[src/rtl/ect_map.svh]
`ifndef ECT_MAP_SVH
`define ECT_MAP_SVH

// ==================================================================
// Register offsets
`define ECT_OFS_CTL1 4'h0
`define ECT_OFS_CTL2 4'h1
`define ECT_OFS_STAT 4'h2
`define ECT_OFS_MVA 4'h3
`define ECT_OFS_MVB 4'h4
`define ECT_OFS_CNT 4'h5

// ==================================================================
// First control register fields
`define ECT_C1_MBIE 7
`define ECT_C1_MAIE 6
`define ECT_C1_WIE 5
`define ECT_C1_CLR_HI 4
`define ECT_C1_CLR_LO 3
`define ECT_C1_CK_HI 2
`define ECT_C1_CK_LO 0

// ==================================================================
// Second control register fields
`define ECT_C2_EDGE_HI 4
`define ECT_C2_EDGE_LO 3
`define ECT_C2_TRIGGER_MODE_ENABLE 2
`define ECT_C2_ICK 0
`define ECT_C2_RSV 8'hE2

// ==================================================================
// Status and control register fields
`define ECT_ST_FLAG_HI 7
`define ECT_ST_FLAG_LO 5
`define ECT_ST_ACTB_HI 3
`define ECT_ST_ACTB_LO 2
`define ECT_ST_ACTA_HI 1
`define ECT_ST_ACTA_LO 0
`define ECT_ST_RSV 8'h10

// ==================================================================
// Reset values and counter limits
`define ECT_BYTE_RST 8'h00
`define ECT_MVAL_RST 8'hFF
`define ECT_CNT_MAX 8'hFF
`define ECT_CNT_ONE 8'h01

// ==================================================================
// Encodings
`define ECT_ACT_NONE 2'h0
`define ECT_ACT_LOW 2'h1
`define ECT_ACT_HIGH 2'h2
`define ECT_ACT_TOG 2'h3
`define ECT_CLR_NONE 2'h0
`define ECT_CLR_A 2'h1
`define ECT_CLR_B 2'h2
`define ECT_CLR_PIN 2'h3
`define ECT_EDG_OFF 2'h0
`define ECT_EDG_RISE 2'h1
`define ECT_EDG_FALL 2'h2
`define ECT_EDG_BOTH 2'h3
`define ECT_CK_STOP 3'h0
`define ECT_CK_INT_A 3'h1
`define ECT_CK_INT_B 3'h2
`define ECT_CK_EXT_RISE 3'h3
`define ECT_CK_EXT_FALL 3'h4
`define ECT_CK_EXT_BOTH 3'h5

`endif

[src/rtl/ect_pkg.sv]
// ==================================================================
// Shared types
package ect_pkg;
  typedef logic [7:0] ect_byte_t;
  typedef enum logic {ECT_RUN, ECT_HALT} ect_run_t;
endpackage

[src/rtl/ect_sync.sv]
`timescale 1ns/1ps
// ==================================================================
// Three-stage pin synchroniser with agreement filter
module ect_sync
  #(parameter int W = 3)
  (
  // Clock and reset
  input wire logic i_clk,
  input wire logic i_arst_n,
  // Pins and filtered levels
  input wire logic [W-1:0] i_async,
  output logic [W-1:0] o_level
  );

  genvar g;
  generate
    for (g = 0; g < W; g++)
    begin : g_bit
      logic s1_ff;
      logic s2_ff;
      logic s3_ff;
      logic lvl_ff;
      // Pulses shorter than two clocks may be missed by the filter
      always_ff @(posedge i_clk or negedge i_arst_n)
      begin
        if (!i_arst_n)
        begin
          s1_ff <= 1'b0;
          s2_ff <= 1'b0;
          s3_ff <= 1'b0;
          lvl_ff <= 1'b0;
        end
        else
        begin
          s1_ff <= i_async[g];
          s2_ff <= s1_ff;
          s3_ff <= s2_ff;
          if (s2_ff == s3_ff)
          begin
            lvl_ff <= s3_ff;
          end
        end
      end
      assign o_level[g] = lvl_ff;
    end
  endgenerate

endmodule // ect_sync

[src/rtl/ect_timer.sv]
// Operation
// Six count clock choices, counting starts immediately
// Wrap from max to zero sets flag
// Wrap interrupt only when enabled
// Continuous compare sets match flags A, B
// Match event at last equal state
// Match interrupts only when enabled
// Match updates output pin per action
// Clear select 01/10 clears on match
// Clear select 11 clears on pin rise
// Reset pin pulses held 1.5 clocks; the agreement filter here needs two clocks
// Trigger mode halts counting after clear
// Selected trigger edge restarts counting
// Clear beats counter write
// Counter write beats increment
// Match value write suppresses that match
// Priority toggle, then high, then low
// Internal increment on divided clock fall
// Source switch may add one increment
// Clear on A gives free-running waveform
// Trigger mode gives delayed pulse
// Actions: none, low, high, toggle
// Output low after reset until match
// Flag clears by zero after read
// Edges: off, rise, fall, both
// Clear select 01 A, 10 B, 00 off
// Eight-bit counter and match values
//
// The register offsets and the address-and-strobe port are this design's own decisions.
`timescale 1ns/1ps
`include "ect_map.svh"
module ect_timer
  import ect_pkg::*;
  #(
  parameter int P_DIV_W = 8,
  parameter int P_TAP0 = 1,
  parameter int P_TAP1 = 2,
  parameter int P_TAP2 = 4
  )
  (
  // Clock and reset
  input wire logic I_CLK,
  input wire logic I_ARST_N,
  // Register port
  input wire logic [3:0] I_ADDR,
  input wire logic [7:0] I_WDATA,
  input wire logic I_WR,
  input wire logic I_RD,
  output logic [7:0] O_RDATA,
  // Pins
  input wire logic I_EXT_CLK,
  input wire logic I_COUNTER_RESET_PIN,
  input wire logic I_TRIGGER_PIN,
  output logic O_TIMER_OUT_PIN,
  // Interrupt requests
  output logic O_IRQ_WRAP,
  output logic O_IRQ_MATCH_A,
  output logic O_IRQ_MATCH_B
  );

  // ================================================================
  // Declarations
  ect_byte_t ctl1_ff;
  logic [1:0] edge_sel_ff;
  logic trig_mode_enable_ff;
  logic internal_clock_pick_ff;
  logic [1:0] act_a_ff, act_b_ff;
  logic [2:0] flags_ff, arm_ff;
  ect_byte_t match_value_a_ff, match_value_b_ff;
  ect_byte_t up_counter_ff;
  ect_byte_t rdata_ff;
  logic out_ff;
  ect_run_t run_ff;
  logic [P_DIV_W-1:0] div_ff;
  logic int_prev_ff;
  logic [2:0] pin_prev_ff;
  logic [2:0] pin_lvl;
  logic seen_match_ff;

  // ================================================================
  // Pin synchronisers
  ect_sync #(.W(3)) u_sync
    (
    .i_clk(I_CLK),
    .i_arst_n(I_ARST_N),
    .i_async({I_EXT_CLK, I_COUNTER_RESET_PIN, I_TRIGGER_PIN}),
    .o_level(pin_lvl)
    );
  wire [2:0] pin_rise = pin_lvl & ~pin_prev_ff;
  wire [2:0] pin_fall = ~pin_lvl & pin_prev_ff;
  wire ext_rise = pin_rise[2];
  wire ext_fall = pin_fall[2];
  wire rst_rise = pin_rise[1];
  wire trg_rise = pin_rise[0];
  wire trg_fall = pin_fall[0];

  // ================================================================
  // Register decode
  wire wr_ctl1 = I_WR && (I_ADDR == `ECT_OFS_CTL1);
  wire wr_ctl2 = I_WR && (I_ADDR == `ECT_OFS_CTL2);
  wire wr_stat = I_WR && (I_ADDR == `ECT_OFS_STAT);
  wire wr_mva = I_WR && (I_ADDR == `ECT_OFS_MVA);
  wire wr_mvb = I_WR && (I_ADDR == `ECT_OFS_MVB);
  wire wr_cnt = I_WR && (I_ADDR == `ECT_OFS_CNT);
  wire rd_stat = I_RD && (I_ADDR == `ECT_OFS_STAT);
  wire [2:0] clk_pick = ctl1_ff[`ECT_C1_CK_HI:`ECT_C1_CK_LO];
  wire [1:0] clr_sel = ctl1_ff[`ECT_C1_CLR_HI:`ECT_C1_CLR_LO];
  wire [7:0] stat_rd = {flags_ff, 1'b0, act_b_ff, act_a_ff}
    | `ECT_ST_RSV;
  wire [7:0] ctl2_rd = {3'h0, edge_sel_ff, trig_mode_enable_ff, 1'b0,
    internal_clock_pick_ff} | `ECT_C2_RSV;

  // ================================================================
  // Count source selection
  // Free prescaler, so a source change can look like a falling edge
  wire [P_DIV_W-1:0] nxt_div = div_ff + {{(P_DIV_W-1){1'b0}}, 1'b1};
  wire int_sel = (clk_pick == `ECT_CK_INT_A)
    || (clk_pick == `ECT_CK_INT_B);
  wire tap_a = internal_clock_pick_ff ? div_ff[P_TAP1] : div_ff[P_TAP0];
  wire int_clk = !int_sel ? 1'b0
    : (clk_pick == `ECT_CK_INT_A) ? tap_a : div_ff[P_TAP2];
  wire inc_int = int_sel && int_prev_ff && !int_clk;
  wire inc_ext = ((clk_pick == `ECT_CK_EXT_RISE) && ext_rise)
    || ((clk_pick == `ECT_CK_EXT_FALL) && ext_fall)
    || ((clk_pick == `ECT_CK_EXT_BOTH) && (ext_rise || ext_fall));
  wire running = (run_ff == ECT_RUN);
  wire tick = (inc_int || inc_ext) && running;

  // ================================================================
  // Compare, clear and wrap
  // Match fires as the counter leaves the equal value
  wire eq_a = (up_counter_ff == match_value_a_ff);
  wire eq_b = (up_counter_ff == match_value_b_ff);
  wire match_a = eq_a && tick && !wr_mva;
  wire match_b = eq_b && tick && !wr_mvb;
  wire clr_a = (clr_sel == `ECT_CLR_A) && match_a;
  wire clr_b = (clr_sel == `ECT_CLR_B) && match_b;
  wire clr_pin = (clr_sel == `ECT_CLR_PIN) && rst_rise;
  wire clr_any = clr_a || clr_b || clr_pin;
  wire wrap_ev = tick && (up_counter_ff == `ECT_CNT_MAX)
    && !clr_any && !wr_cnt;
  ect_byte_t nxt_up_counter;
  always_comb
  begin
    nxt_up_counter = up_counter_ff;
    if (clr_any)
      nxt_up_counter = `ECT_BYTE_RST;
    else if (wr_cnt)
      nxt_up_counter = I_WDATA;
    else if (tick)
      nxt_up_counter = up_counter_ff + `ECT_CNT_ONE;
  end

  // ================================================================
  // Trigger mode
  wire trg_edge = ((edge_sel_ff == `ECT_EDG_RISE) && trg_rise)
    || ((edge_sel_ff == `ECT_EDG_FALL) && trg_fall)
    || ((edge_sel_ff == `ECT_EDG_BOTH) && (trg_rise || trg_fall));
  ect_run_t nxt_run;
  always_comb
  begin
    nxt_run = run_ff;
    case (run_ff)
      ECT_RUN:
        if (trig_mode_enable_ff && clr_any)
          nxt_run = ECT_HALT;
      ECT_HALT:
        if (!trig_mode_enable_ff)
          nxt_run = ECT_RUN;
        else if (trg_edge && !clr_any)
          nxt_run = ECT_RUN;
      default:
        nxt_run = ECT_RUN;
    endcase
  end

  // ================================================================
  // Output pin actions
  wire [1:0] eff_a = match_a ? act_a_ff : `ECT_ACT_NONE;
  wire [1:0] eff_b = match_b ? act_b_ff : `ECT_ACT_NONE;
  wire do_tog = (eff_a == `ECT_ACT_TOG) || (eff_b == `ECT_ACT_TOG);
  wire do_high = (eff_a == `ECT_ACT_HIGH) || (eff_b == `ECT_ACT_HIGH);
  wire do_low = (eff_a == `ECT_ACT_LOW) || (eff_b == `ECT_ACT_LOW);
  wire nxt_out = do_tog ? !out_ff
    : do_high ? 1'b1
    : do_low ? 1'b0 : out_ff;

  // ================================================================
  // Flags: set wins over clear
  wire [2:0] flag_set = {match_b, match_a, wrap_ev};
  wire [2:0] flag_clr = (wr_stat ? arm_ff : 3'h0)
    & ~I_WDATA[`ECT_ST_FLAG_HI:`ECT_ST_FLAG_LO];
  wire [2:0] nxt_flags = flag_set | (flags_ff & ~flag_clr);
  wire [2:0] nxt_arm = rd_stat ? flags_ff
    : wr_stat ? 3'h0 : arm_ff;

  // ================================================================
  // Read mux
  ect_byte_t nxt_rdata;
  always_comb
  begin
    nxt_rdata = `ECT_BYTE_RST;
    if (!I_RD)
      nxt_rdata = `ECT_BYTE_RST;
    else if (I_ADDR == `ECT_OFS_CTL1)
      nxt_rdata = ctl1_ff;
    else if (I_ADDR == `ECT_OFS_CTL2)
      nxt_rdata = ctl2_rd;
    else if (I_ADDR == `ECT_OFS_STAT)
      nxt_rdata = stat_rd;
    else if (I_ADDR == `ECT_OFS_MVA)
      nxt_rdata = match_value_a_ff;
    else if (I_ADDR == `ECT_OFS_MVB)
      nxt_rdata = match_value_b_ff;
    else if (I_ADDR == `ECT_OFS_CNT)
      nxt_rdata = up_counter_ff;
  end

  // ================================================================
  // Registers
  always_ff @(posedge I_CLK or negedge I_ARST_N)
  begin
    if (!I_ARST_N)
    begin
      ctl1_ff <= `ECT_BYTE_RST;
      edge_sel_ff <= `ECT_EDG_OFF;
      trig_mode_enable_ff <= 1'b0;
      internal_clock_pick_ff <= 1'b0;
    end
    else if (wr_ctl1)
      ctl1_ff <= I_WDATA;
    else if (wr_ctl2)
    begin
      edge_sel_ff <= I_WDATA[`ECT_C2_EDGE_HI:`ECT_C2_EDGE_LO];
      trig_mode_enable_ff <= I_WDATA[`ECT_C2_TRIGGER_MODE_ENABLE];
      internal_clock_pick_ff <= I_WDATA[`ECT_C2_ICK];
    end
  end

  always_ff @(posedge I_CLK or negedge I_ARST_N)
  begin
    if (!I_ARST_N)
    begin
      act_a_ff <= `ECT_ACT_NONE;
      act_b_ff <= `ECT_ACT_NONE;
    end
    else if (wr_stat)
    begin
      act_a_ff <= I_WDATA[`ECT_ST_ACTA_HI:`ECT_ST_ACTA_LO];
      act_b_ff <= I_WDATA[`ECT_ST_ACTB_HI:`ECT_ST_ACTB_LO];
    end
  end

  always_ff @(posedge I_CLK or negedge I_ARST_N)
  begin
    if (!I_ARST_N)
    begin
      match_value_a_ff <= `ECT_MVAL_RST;
      match_value_b_ff <= `ECT_MVAL_RST;
    end
    else
    begin
      match_value_a_ff <= wr_mva ? I_WDATA : match_value_a_ff;
      match_value_b_ff <= wr_mvb ? I_WDATA : match_value_b_ff;
    end
  end

  always_ff @(posedge I_CLK or negedge I_ARST_N)
  begin
    if (!I_ARST_N)
    begin
      up_counter_ff <= `ECT_BYTE_RST;
      run_ff <= ECT_RUN;
      div_ff <= '0;
      int_prev_ff <= 1'b0;
      pin_prev_ff <= 3'h0;
    end
    else
    begin
      up_counter_ff <= nxt_up_counter;
      run_ff <= nxt_run;
      div_ff <= nxt_div;
      int_prev_ff <= int_clk;
      pin_prev_ff <= pin_lvl;
    end
  end

  always_ff @(posedge I_CLK or negedge I_ARST_N)
  begin
    if (!I_ARST_N)
    begin
      flags_ff <= 3'h0;
      arm_ff <= 3'h0;
      out_ff <= 1'b0;
      rdata_ff <= `ECT_BYTE_RST;
      seen_match_ff <= 1'b0;
    end
    else
    begin
      flags_ff <= nxt_flags;
      arm_ff <= nxt_arm;
      out_ff <= nxt_out;
      rdata_ff <= nxt_rdata;
      seen_match_ff <= seen_match_ff || match_a || match_b;
    end
  end

  assign O_RDATA = rdata_ff;
  assign O_TIMER_OUT_PIN = out_ff;
  assign O_IRQ_WRAP = flags_ff[0] && ctl1_ff[`ECT_C1_WIE];
  assign O_IRQ_MATCH_A = flags_ff[1] && ctl1_ff[`ECT_C1_MAIE];
  assign O_IRQ_MATCH_B = flags_ff[2] && ctl1_ff[`ECT_C1_MBIE];
endmodule // ect_timer

[config.mk]
export PLATFORM = sky130hd
export DESIGN_NAME = ect_timer
export DESIGN_NICKNAME = d
export VERILOG_FILES = /design/src/rtl/ect_pkg.sv /design/src/rtl/ect_sync.sv /design/src/rtl/ect_timer.sv
export VERILOG_INCLUDE_DIRS = /design/src /design/src/rtl
export SDC_FILE = /design/constraint.sdc
export NUM_CORES = 1
export LEC_CHECK = 0
export BUFFER_PORTS_ARGS = -buffer_cell sky130_fd_sc_hd__clkbuf_2
export CAP_MARGIN = 5
export CORE_MARGIN = 8
export CORE_UTILIZATION = 30
export CTS_CLUSTER_DIAMETER = 50
export CTS_CLUSTER_SIZE = 30
export DETAILED_ROUTE_END_ITERATION = 10
export HOLD_SLACK_MARGIN = 0.05
export PLACE_DENSITY = 0.44
export SYNTH_ARGS = -nofsm -noshare
export SYNTH_HDL_FRONTEND = slang
export SYNTH_SLANG_ARGS = --single-unit
export TNS_END_PERCENT = 20
[constraint.sdc]
create_clock -name I_CLK -period 1.92 [get_ports I_CLK]
set_input_delay 0.48 -clock I_CLK [delete_from_list [all_inputs] [get_ports I_CLK]]
set_output_delay 0.48 -clock I_CLK [all_outputs]
set_load 0.05 [all_outputs]
==> results.txt, run 1 <==
- The H-tree was split into 3 levels.
* Violations in the final reports: negative setup slack
- Post-synthesis share of cell area spent on full adders, half adders and majority gates: under 10%
- Number of sinks on the clock net: 77
- First-pass GRT wire length: 16800 um
* Sum of routed wire length over all layers: around 11000 um
- Initial cell density of the core: a little under a third
* DPL Wire Length: 7970 um
- Entering global routing, the biggest net connects 78 pins.
* Clock tree from TritonCTS: built
- TritonCTS Buffers: 9
* Unique cell type count in the Yosys netlist: 55
- For this run, design rule violations remaining after detail routing come to 0.
- Via count: between 2000 and 3000
- Final antenna diode count: 0
- The synthesized design contains between 70 and 80 register bits.
* Cell type group with the largest total delay on the critical path: compound AO/OA/AOI/OAI gates
* CTS root buf: clkbuf_16
- Compound-Gate Fraction of Synth Area: between 10 and 15%
* Sequential cell area fraction in the yosys report: between 50 and 60%
* Count of flip-flops with a built-in enable after synthesis: 0
- Proportion of total power due to net switching: ~30%
* Crit path max fanout: 5
- Largest stage delay on the critical path: about 0.41 ns
- Mux cell area share after synthesis: between 10% and 20%
- Die ar.: 0.0167 mm^2
- Iteration-0 DRC count of the detailed router: approximately 120
- The first TritonRoute pass finished after 4 iterations.
- Setup violations remaining at the end of the flow were counted as 9.
* Largest family of logic cells by synthesized area: multiplexers
- Counting buffers and inverters, the worst setup path is 9 cells deep.
* CTS max path bufs: 2
* Clock network latency to the later pin of the worst-skew pair: between 0.3 and 0.4 ns
* Predominant post-synthesis flop cell: dfrtp_1
- CP max-delay cell: or4_1
* Met3 Wirelength: ~350 um
- Simple-gate share of the synthesized area: between 10% and 20%
* Part of the cycle the worst path needs: 105%
- Gate power share: between 20% and 30%
* Total net switching power: about 1.7 mW
* Core footprint: around 0.013 mm^2
* Status: finished, violations left
- The share of total power dissipated in the clock network is about a third.
- Subtracting the final worst setup slack from the clock period gives 2.02 ns.
* Leak Pwr: ~2.3 nW
* Power per unit of standard cell area: about 1100 mW/mm^2
* Least setup slack across all paths after layout: -0.101 ns
- Worst path cell trace: inv_1 > ha_1 > nand2_1 > o2111ai_1 > a21oi_2 > buf_6 > o2111ai_4 > or4_1 > a31oi_1
- Via density per instance: about 4.8
* RSZ-0062 raised after global routing: true
- The setup path with the least slack is of type reg -> reg.
- The worst pin sits at a relative slew slack of between 70% and 80%.
* Worst hold slack across all endpoints: around 0.15 ns
- Clock-pin slew was measured on the worst setup and hold paths at approximately 0.06 ns.
- Std-Cell Rows: a little over 40
- Fin. max-slew vios: 0
- Sum of overflow across all layers after global routing: 0
- Post-synthesis cell area: 0.00385 mm^2
* Top-level I/O count: 31
- The number of buffers and inverters on the critical path is 2.
* Power, Total: 5.56 mW
- Number of antenna-violating nets in the routed design: 0
- The number of nets handed over by synthesis was 360.
- Synth Instances: 335
* Hold WC Path Type: in -> async
* RePlAce Congestion: between 0.8 and 0.9
- For this run, asynchronously set or reset flops after synthesis account for 100%.
- The worst setup path is launched from a flip-flop.
- The worst setup path is captured at a flip-flop.
- Based on the critical path, the design can be clocked at up to just under 500 MHz.
* Port Buffers: 30
- In the final layout, the share of cells above drive strength 1 is between 40% and 50%.
- Counting cells, the worst reg-to-reg path comes to 9.
- Data arrives at the worst endpoint at approximately 2.3 ns.
- Layout Area Growth over Synthesis: 29.9%
- The via count of the first global-routing pass is 2982.
- Y dimension of the die: between 100 and 150 um
* Xor/xnor share of the synthesized area: approximately 5.5%
* Routed wire per std cell: 17.7 um
* Final worst clock skew: between 0.008 and 0.009 ns
- Measured along the x axis, the die boundary spans 129 um.
- Number of warnings reported in the yosys synthesis log: 0
* Met2 wire len: 4700 um
- The internal power of the cells totals 3.87 mW.
- Uppermost metal layer occupied by signal nets: met4
- The tool flagged a number of max-cap violations equal to 0.
* Quantity of hold-fixing buffers added after cts: 0
- A synthesized cell averages 11.5 um^2.
* Hold violation total from the final report: 0
- Overall track demand over capacity in global routing: 13.6%
- Register share of total power: approximately two fifths
- Required time of the critical path: about 2.2 ns
* Nets@finish: about 450
* Filler cell count in the final layout: between 1000 and 1500
* Slew at the pin closest to its max-slew limit: ~0.44 ns
- After clock tree synthesis, the setup repair step added 0 buffers.
- Maximum vdd ir drop: approximately 0.32 mV
- In the final routing, the length of wire on met1 measures 5230 um.
- The number of antenna violations at the first check in global routing is 0.
## power by group through the flow
stage	Clock, mW	Combinational [mW]	Sequential, mW
final	1.86	1.46	2.24
after global routing	1.95	1.61	2.28
after CTS	1.91	1.47	2.25
after detailed placement	0	1.45	2.27
after global placement	0	1.46	2.27
after floorplan	0	0.852	2.21
## registers in the layout, indices dropped and copies added (netlist names), 3 cells and up
register	cells
match_value_a_ff	8
arm_ff	3
u_sync.g_bit.s1_ff	3
u_sync.g_bit.s3_ff	3
flags_ff	3
u_sync.g_bit.s2_ff	3
O_RDATA	8
div_ff	5
pin_prev_ff	3
match_value_b_ff	8
up_counter_ff	8
ctl1_ff	8
u_sync.g_bit.lvl_ff	3
## cells in the mapped netlist, types with 8 or more instances
library cell / n / area share [%]
mux2_2: 32 / 9.4
inv_1: 8 / 0.78
o21ai_0: 11 / 1.4
nand2_1: 16 / 1.6
a21oi_1: 12 / 1.6
clkbuf_1: 14 / 1.4
xor2_1: 22 / 5.0
dfstp_2: 16 / 11
mux2i_1: 13 / 3.4
nor2_1: 19 / 1.9
dfrtp_1: 61 / 40
## metal layers
layer  track usage [%]  vias to the layer above
li1                  -                     1384
met1              17.8                     1423
met2              20.3                       39
met3              3.00                       16
met4              7.33                        0
met5                 0                        -
## final timing paths
kind,startpoint,slack [ns],end
worst max-delay path,pin_prev_ff[2],-0.10,up_counter_ff[5]
worst min-delay path,I_ARST_N,0.15,up_counter_ff[2]
worst max register to register,pin_prev_ff[2],-0.10,up_counter_ff[5]
worst min register to register,u_sync.g_bit[2].s1_ff,0.35,u_sync.g_bit[2].s2_ff
max in group asynchronous,I_ARST_N,1.40,match_value_a_ff[5]
min in group I_CLK,I_TRIGGER_PIN,0.24,u_sync.g_bit[0].s1_ff
## what timing repair did
action / 4_1_cts / 5_1_grt
setup endpoints to repair: 10 / 10
gates resized for setup: 4 / 1
pin swaps: 3 / 3
## cell usage in the layout, fill, tap and decap left out, drive strengths merged, types with 7 or more instances in the layout
master / count
buf: 66
dfrtp: 61
clkbuf: 39
mux2: 35
xor2: 22
nor2: 20
dfstp: 16
nand2: 16
mux2i: 13
a21oi: 13
o21ai: 12
inv: 9
nand3: 8
nor3: 7
a211oi: 7
and3: 7
## final cells by class
cell class | instances | area (um^2) | share of cell area (%)
flip-flops and latches | 77 | 1950 | 39.0
well taps | 172 | 215 | 4.31
multi-input cells | 229 | 1820 | 36.4
inverters | 8 | 30.0 | 0.601
clock inverters | 5 | 83.8 | 1.68
clock buffers | 10 | 239 | 4.78
repair buffers | 95 | 661 | 13.2
## through the flow
| step | cells | utilization [%] | setup TNS, ns | setup WS (ns) | area, um^2 |
|---|---|---|---|---|---|
| final | 596 | 39.8 | -0.433 | -0.101 | 5000 |
| after global routing | 596 | 39.8 | -1.79 | -0.290 | 5000 |
| after CTS | 596 | 39.7 | -0.676 | -0.125 | 4990 |
| after detailed placement | 581 | 37.0 | -2.27 | -0.169 | 4650 |
| after global placement | 581 | 37.0 | -2.34 | -0.192 | 4650 |
| after floorplan | 335 | - | -0.0593 | -0.0240 | 3890 |
## cell families after synthesis
kind of cell    Yosys count
xor+xnor                 24
buf+inv                  29
simple gates             90
compound gates           58
flops                    77
fa+ha+maj                 9
mux                      48
Note: power is estimated with default switching activity, not from simulation.
==> run 2: changes to the inputs <==
--- a/config.mk
+++ b/config.mk
@@ -8,13 +8,16 @@
 export LEC_CHECK = 0
 export BUFFER_PORTS_ARGS = -buffer_cell sky130_fd_sc_hd__clkbuf_2
 export CAP_MARGIN = 5
+export CELL_PAD_IN_SITES_DETAIL_PLACEMENT = 1
+export CELL_PAD_IN_SITES_GLOBAL_PLACEMENT = 2
 export CORE_MARGIN = 8
 export CORE_UTILIZATION = 30
 export CTS_CLUSTER_DIAMETER = 50
 export CTS_CLUSTER_SIZE = 30
 export DETAILED_ROUTE_END_ITERATION = 10
 export HOLD_SLACK_MARGIN = 0.05
-export PLACE_DENSITY = 0.44
+export PLACE_DENSITY = 0.61
+export SETUP_SLACK_MARGIN = 0.5
 export SYNTH_ARGS = -nofsm -noshare
 export SYNTH_HDL_FRONTEND = slang
 export SYNTH_SLANG_ARGS = --single-unit
==> run 2 against run 1 <==
  * The run still ends with negative setup slack left
  * Via count rose by 1.3%
  * Critical path depth fell by 3
  * Flip-flop and latch count did not move
  * Core utilization rose by 1.5 points
  * Sequential power rose by 3%
==> results.txt, run 2 (synthesis results as in run 1) <==
- The number of vias per cell is 5.01 (was 4.80).
* Clock network latency to the later pin of the worst-skew pair: 0.35 ns (about the same)
- The count of input and output buffers came to 30 (unchanged).
- First-pass GRT wire length: 18600 um (was 16800 um)
* Total of max-cap violations: 0 (unchanged)
* Fin. max-slew vios: 0 (unchanged)
* Number of sinks on the clock net: 77 (unchanged)
* Die ar.: 0.0167 mm^2 (unchanged)
- The share of cells above drive strength 1 was 44.7% (was 40.8%).
- Clock-pin slew reported for the worst setup and hold paths after clock tree synthesis: 0.06 ns (about the same)
- Hold violation total from the final report: 0 (unchanged)
* Maximum vdd ir drop: 0.542 mV (was 0.323 mV)
* Iteration-0 DRC count of the detailed router: 124 (was 119)
* Horizontal die dimension: 129 um (unchanged)
* Final worst path period need: 1.98 ns (was 2.02 ns)
- The final worst clock skew came to 0.00662 ns (was 0.00820 ns).
* Leak Pwr: 2.28 nW (was 2.27 nW)
- The overflow left after global routing came to 0 (unchanged).
- The non-filler instance count after layout came to 579 (was 596).
- The final setup slack of the worst path was -0.0634 ns (was -0.101 ns).
- The number of nets with antenna violations after routing came to 0 (unchanged).
- Violations in the final reports: negative setup slack (unchanged)
- Std-Cell Rows: 41 (unchanged)
- Clock tree from TritonCTS: built (unchanged)
* Core footprint: 0.0126 mm^2 (unchanged)
* Power, Total: 5.42 mW (was 5.56 mW)
* Register-to-Register Setup Slack: -0.06 ns (was -0.10 ns)
- Largest net degree at the start of global routing: 78 (unchanged)
- The type of the most critical hold path was in -> async (unchanged).
- Total iterations of the first detailed-routing run: 4 (unchanged)
* RePlAce Congestion: 0.786 (was 0.828)
- The antenna cell count was 0 (unchanged).
- Quantity of hold-fixing buffers added after cts: 0 (unchanged)
* Post-Route Utilization: 41.3% (was 39.8%)
- CTS HTree Levels: 3 (unchanged)
* Layout Area Growth over Synthesis: 34.8% (was 29.9%)
- The via count of the first global-routing pass was 3170 (was 2982).
* Sum of routed wire length over all layers: 11700 um (was 10600 um)
- Final setup vio count: 2 (was 9)
- Slew at the pin closest to its max-slew limit: 0.465 ns (was 0.442 ns)
- Initial cell density of the core: 30.6% (unchanged)
- Antenna violations before repair: 0 (unchanged)
* Crit path max fanout: 4 (was 5)
- The data arrival time of the critical path was 2.24 ns (was 2.30 ns).
- RSZ-0062 raised after global routing: true (unchanged).
- Commonest non-fill, non-tap cells in the layout: dfrtp_1 (60), buf_4 (44), mux2_2 (30), xor2_1 (22) (was buf_4 (63), dfrtp_1 (61), mux2_2 (32), clkbuf_2 (29), xor2_1 (22))
- Top-level I/O count: 31 (unchanged)
- The buffer cell driving the clock tree root is clkbuf_16 (unchanged).
- The kind of end point of the critical path is a flip-flop (unchanged).
- The placed wire-length estimate after detailed placement was 8590 um (was 7970 um).
- Part of the cycle the worst path needs: 103% (was 105%)
- Y dimension of the die: 129 um (unchanged)
* DRC: 0 (unchanged)
- The detailed-route via count came to 2898 (was 2862).
- Overall track demand over capacity in global routing: 15.1% (was 13.6%)
- Most common library cell in the layout ignoring fill and taps: dfrtp_1 (was buf_4)
* Maximum frequency from static timing analysis: 504 MHz (was 495 MHz)
- The critical path data required time was 2.17 ns (was 2.20 ns).
- Rel. slew slack: 69.0% (was 70.5%)
- Status: finished, violations left (unchanged)
* Nets@finish: 427 (was 445)
- CTS max path bufs: 2 (unchanged)
* Start-to-end type of the worst setup path: reg -> reg (unchanged)
- The kind of start point of the critical path was a flip-flop (unchanged).
- The number of placed cells counting well taps came to 561 (was 581).
- The total power divided by cell area was 1050 mW/mm^2 (was 1110 mW/mm^2).
* Routed wire per std cell: 20.2 um (was 17.7 um)
* TritonCTS Buffers: 9 (unchanged)
## run 2: worst paths after layout
kind,from,end,depth (start not counted)
min in group I_CLK,I_COUNTER_RESET_PIN,u_sync.g_bit[1].s1_ff,1
max reg2reg,internal_clock_pick_ff,up_counter_ff[5],6
max in group asynchronous,I_ARST_N,match_value_b_ff[7],2
min reg2reg,u_sync.g_bit[2].s1_ff,u_sync.g_bit[2].s2_ff,0
max,internal_clock_pick_ff,up_counter_ff[5],6
min,I_ARST_N,up_counter_ff[6],2
## run 2: cell type report
type	count	area (um^2)
Fill cell	1341	7380
Clock buffer	10	239
Timing Repair Buffer	76	682
Sequential cell	77	1950
Tap cell	172	215
Multi-Input combinational cell	230	2030
Clock inverter	6	46.3
Inverter	8	30.0
## run 2: power by group
| part | total (mW) | leakage, nW | internal (mW) | switching, mW |
|---|---|---|---|---|
| combinational | 1.48 | 1.23 | 0.731 | 0.749 |
| sequential | 2.30 | 0.917 | 1.96 | 0.336 |
| clock | 1.64 | 0.135 | 0.920 | 0.723 |
| total | 5.42 | 2.28 | 3.61 | 1.81 |
## run 2: critical path: stages (launching register included)
cell       delay (ns)
dfrtp_1          0.40
mux2_4           0.31
mux2i_1          0.16
and3_4           0.23
o2111ai_4        0.16
or4_1            0.42
a31oi_1          0.21
## run 2: what timing repair did
item	in CTS	in global routing
pin swaps	14	19
setup endpoints to repair	48	35
gates resized for setup	43	34
setup buffers	0	1
cloned	1	0
## run 2: metrics by stage
step           worst slack (ns)  area [um^2]  setup TNS [ns]  hold WS (ns)
5_1_grt                  -0.167         5190          -0.646         0.195
3_5_place_dp            -0.0537         4590          -0.226         0.337
2_1_floorplan           -0.0124         4000         -0.0211         0.184
6_report                -0.0634         5190          -0.103         0.141
3_3_place_gp            -0.0418         4590          -0.164         0.336
4_1_cts                 -0.0641         5080          -0.178         0.175
## run 2: metal layers
metal	GRT usage (%)	part of all wire, %	up-vias
met2	25.5	51	42
met4	4.15	1.4	0
met3	4.85	4.2	12
met1	17.9	44	1493
li1	-	-	1351
met5	0	0	-
==> run 3: changes to the inputs <==
--- a/config.mk
+++ b/config.mk
@@ -15,6 +15,7 @@
 export CTS_CLUSTER_DIAMETER = 50
 export CTS_CLUSTER_SIZE = 30
 export DETAILED_ROUTE_END_ITERATION = 10
+export GPL_TIMING_DRIVEN = 0
 export HOLD_SLACK_MARGIN = 0.05
 export PLACE_DENSITY = 0.61
 export SETUP_SLACK_MARGIN = 0.5
==> run 3 against run 2 <==
  * The run still ends with negative setup slack left
  * Cell count down 1.2%
  * Routed wire length up 0.84%
  * First-iteration DRC count down 29%
  * Via count down 1.8%
  * Cell area up 0.60%
  * Clock skew up 0.0021 ns
  * Non-clock buffer count down 7
  * Critical path depth up 1
  * Largest cell class unchanged
==> results.txt, run 3 (synthesis results as in run 1) <==
- Most common library cell in the layout ignoring fill and taps: dfrtp_1 (unchanged)
* Power per unit of standard cell area: 1070 mW/mm^2 (was 1050 mW/mm^2)
- Y dimension of the die: 129 um (unchanged)
- Area post-placement: 0.00438 mm^2 (was 0.00459 mm^2)
- Layout Area Growth over Synthesis: 35.6% (was 34.8%)
* Clock network latency to the later pin of the worst-skew pair: 0.34 ns (was 0.35 ns)
- The cell area after layout was 0.00522 mm^2 (was 0.00519 mm^2).
- The CTS tree is built (unchanged).
* Die ar.: 0.0167 mm^2 (unchanged)
- Category of the worst setup path launch point: flip-flop (unchanged)
- Commonest non-fill, non-tap cells in the layout: dfrtp_1 (57), mux2_2 (25), xor2_1 (21) (was dfrtp_1 (60), buf_4 (44), mux2_2 (30), xor2_1 (22))
- The worst max-slew margin expressed relative to the limit is 50.4% (was 69.0%).
- Worst flop-to-flop path startpoint: internal_clock_pick_ff (unchanged)
- Clock-pin slew reported for the worst setup and hold paths after clock tree synthesis: 0.07 ns (was 0.06 ns)
- CTS max path bufs: 2 (unchanged)
- Core footprint: 0.0126 mm^2 (unchanged)
- Part of the cycle the worst path needs: 108% (was 103%)
* First-pass GRT wire length: 17900 um (was 18600 um)
- Layout cells sized above 1: 44.0% (was 44.7%)
* Critical Path End Type: flip-flop (unchanged)
- Via density per instance: 4.98 (was 5.01)
- The max-capacitance violation count is 0 (unchanged).
- Iteration-0 DRC count of the detailed router: 88 (was 124)
- The count of input and output buffers was 27 (was 30).
- The kind of critical path is reg -> reg (unchanged).
* Required time of the critical path: 2.19 ns (was 2.17 ns)
* Leak Pwr: 2.27 nW (was 2.28 nW)
- The number of endpoints with negative hold slack in the final report is 0 (unchanged).
- Initial cell density of the core: 30.6% (unchanged)
- Quantity of hold-fixing buffers added after cts: 0 (unchanged)
* Total iterations of the first detailed-routing run: 4 (unchanged)
- CTS root buf: clkbuf_16 (unchanged)
- The upper clock frequency limit is 481 MHz (was 504 MHz).
* Crit path max fanout: 7 (was 4)
- The via count of the first global-routing pass is 3121 (was 3170).
- The number of buffers created by CTS is 9 (unchanged).
* Antenna violations before repair: 0 (unchanged)
* Number of sinks on the clock net: 77 (unchanged)
* Largest net degree at the start of global routing: 51 (was 78)
- Final worst clock skew: 0.00867 ns (was 0.00662 ns)
- Std-Cell Rows: 41 (unchanged)
- The final weighted congestion in routability-driven placement came to 0.758 (was 0.786).
* DPL Wire Length: 8000 um (was 8590 um)
* Hold WC Path Type: in -> async (unchanged)
- The number of nets with antenna violations after routing came to 0 (unchanged).
- Crit path arrival time: 2.35 ns (was 2.24 ns)
- CTS HTree Levels: 3 (unchanged)
- The number of setup violations in the final report is 8 (was 2).
- The x dimension of the die was 129 um (unchanged).
* Register-to-Register Setup Slack: -0.16 ns (was -0.06 ns)
* Power, Total: 5.56 mW (was 5.42 mW)
- The final sum of negative setup slack came to -0.655 ns (was -0.103 ns).
* Reg-to-Reg End: up_counter_ff[5] (unchanged)
- Violations in the final reports: negative setup slack (unchanged).
- The overflow left after global routing was 0 (unchanged).
- Final worst path period need: 2.08 ns (was 1.98 ns)
- Nets@finish: 420 (was 427)
* RSZ-0062 raised after global routing: true (unchanged)
- The highest ir drop seen on vdd was 0.709 mV (was 0.542 mV).
* Via count: 2847 (was 2898)
- The global router's overall resource usage was 14.5% (was 15.1%).
* Status: finished, violations left (unchanged)
- The total length of routed wires is 11800 um (was 11700 um).
- Top-level I/O count: 31 (unchanged)
* Fin. max-slew vios: 0 (unchanged)
* DRC: 0 (unchanged)
* Slew at the pin closest to its max-slew limit: 0.738 ns (was 0.465 ns)
* Routed wire per std cell: 20.6 um (was 20.2 um)
- The antenna cell count came to 0 (unchanged).
- The number of cells traversed by the worst register-to-register path came to 7 (was 6).
- Least setup slack across all paths after layout: -0.157 ns (was -0.0634 ns)
run 3: cell count changes in the layout (fill, tap and decap cells not counted), sizes merged:
cell      change
clkinvlp      -2
clkinv        +2
bufinv        +1
clkbuf       +17
buf          -25
run 3: how the worst max path moves through the flow:
stage | startpoint | end | slack [ns]
after global routing | internal_clock_pick_ff | up_counter_ff[5] | -0.23
final | internal_clock_pick_ff | up_counter_ff[5] | -0.16
after detailed placement | I_ADDR[0] | O_RDATA[4] | -0.45
after CTS | internal_clock_pick_ff | up_counter_ff[5] | -0.14
after floorplan | u_sync.g_bit[2].lvl_ff | up_counter_ff[5] | -0.01
after global placement | I_ARST_N | u_sync.g_bit[1].s1_ff | -0.47
run 3: repair_timing:
action                                  4_1_cts  5_1_grt
pin swaps                                    14       15
resized for setup                            48       41
endpoints found under the setup margin       52       46
buffers inserted                             11        9
cloned                                        0        1
run 3: where the power goes:
part | leakage [nW] | internal [mW] | switching (mW)
sequential | 0.913 | 1.97 | 0.286
combinational | 1.21 | 0.752 | 0.793
clock | 0.151 | 1.02 | 0.734
run 3: per-layer routing:
metal | GRT usage, % | share of wire, % | up-vias
met1 | 17.8 | 46 | 1458
met5 | 0 | 0 | -
met4 | 6.15 | 1.9 | 0
li1 | - | - | 1325
met2 | 23.9 | 49 | 48
met3 | 3.20 | 3.1 | 16
run 3: area by class of cell:
type	count	area, um^2
buffer	21	209
clock buffer	9	225
clock inverter	7	82.6
fill	1320	7350
inverter	8	30.0
multi-input combinational	230	2070
sequential	77	1950
tap	172	215
timing repair buffer	48	437
run 3: through the flow:
step	hold slack (ns)	utilization [%]	worst slack, ns	std cells
floorplan	0.184	-	-0.0124	335
global placement	0.334	34.6	-0.469	534
detailed placement	0.336	34.9	-0.447	535
CTS	0.104	39.5	-0.137	562
global route	0.116	41.5	-0.231	572
finish	0.0899	41.5	-0.157	572
run 3: critical path: stages (launching register included):
cell and delay (ns):
dfrtp_1 0.42, mux2_4 0.32, mux2i_1 0.15, and3_1 0.19, buf_6 0.17, o2111ai_4 0.16, or4_1 0.42, a31oi_1 0.17
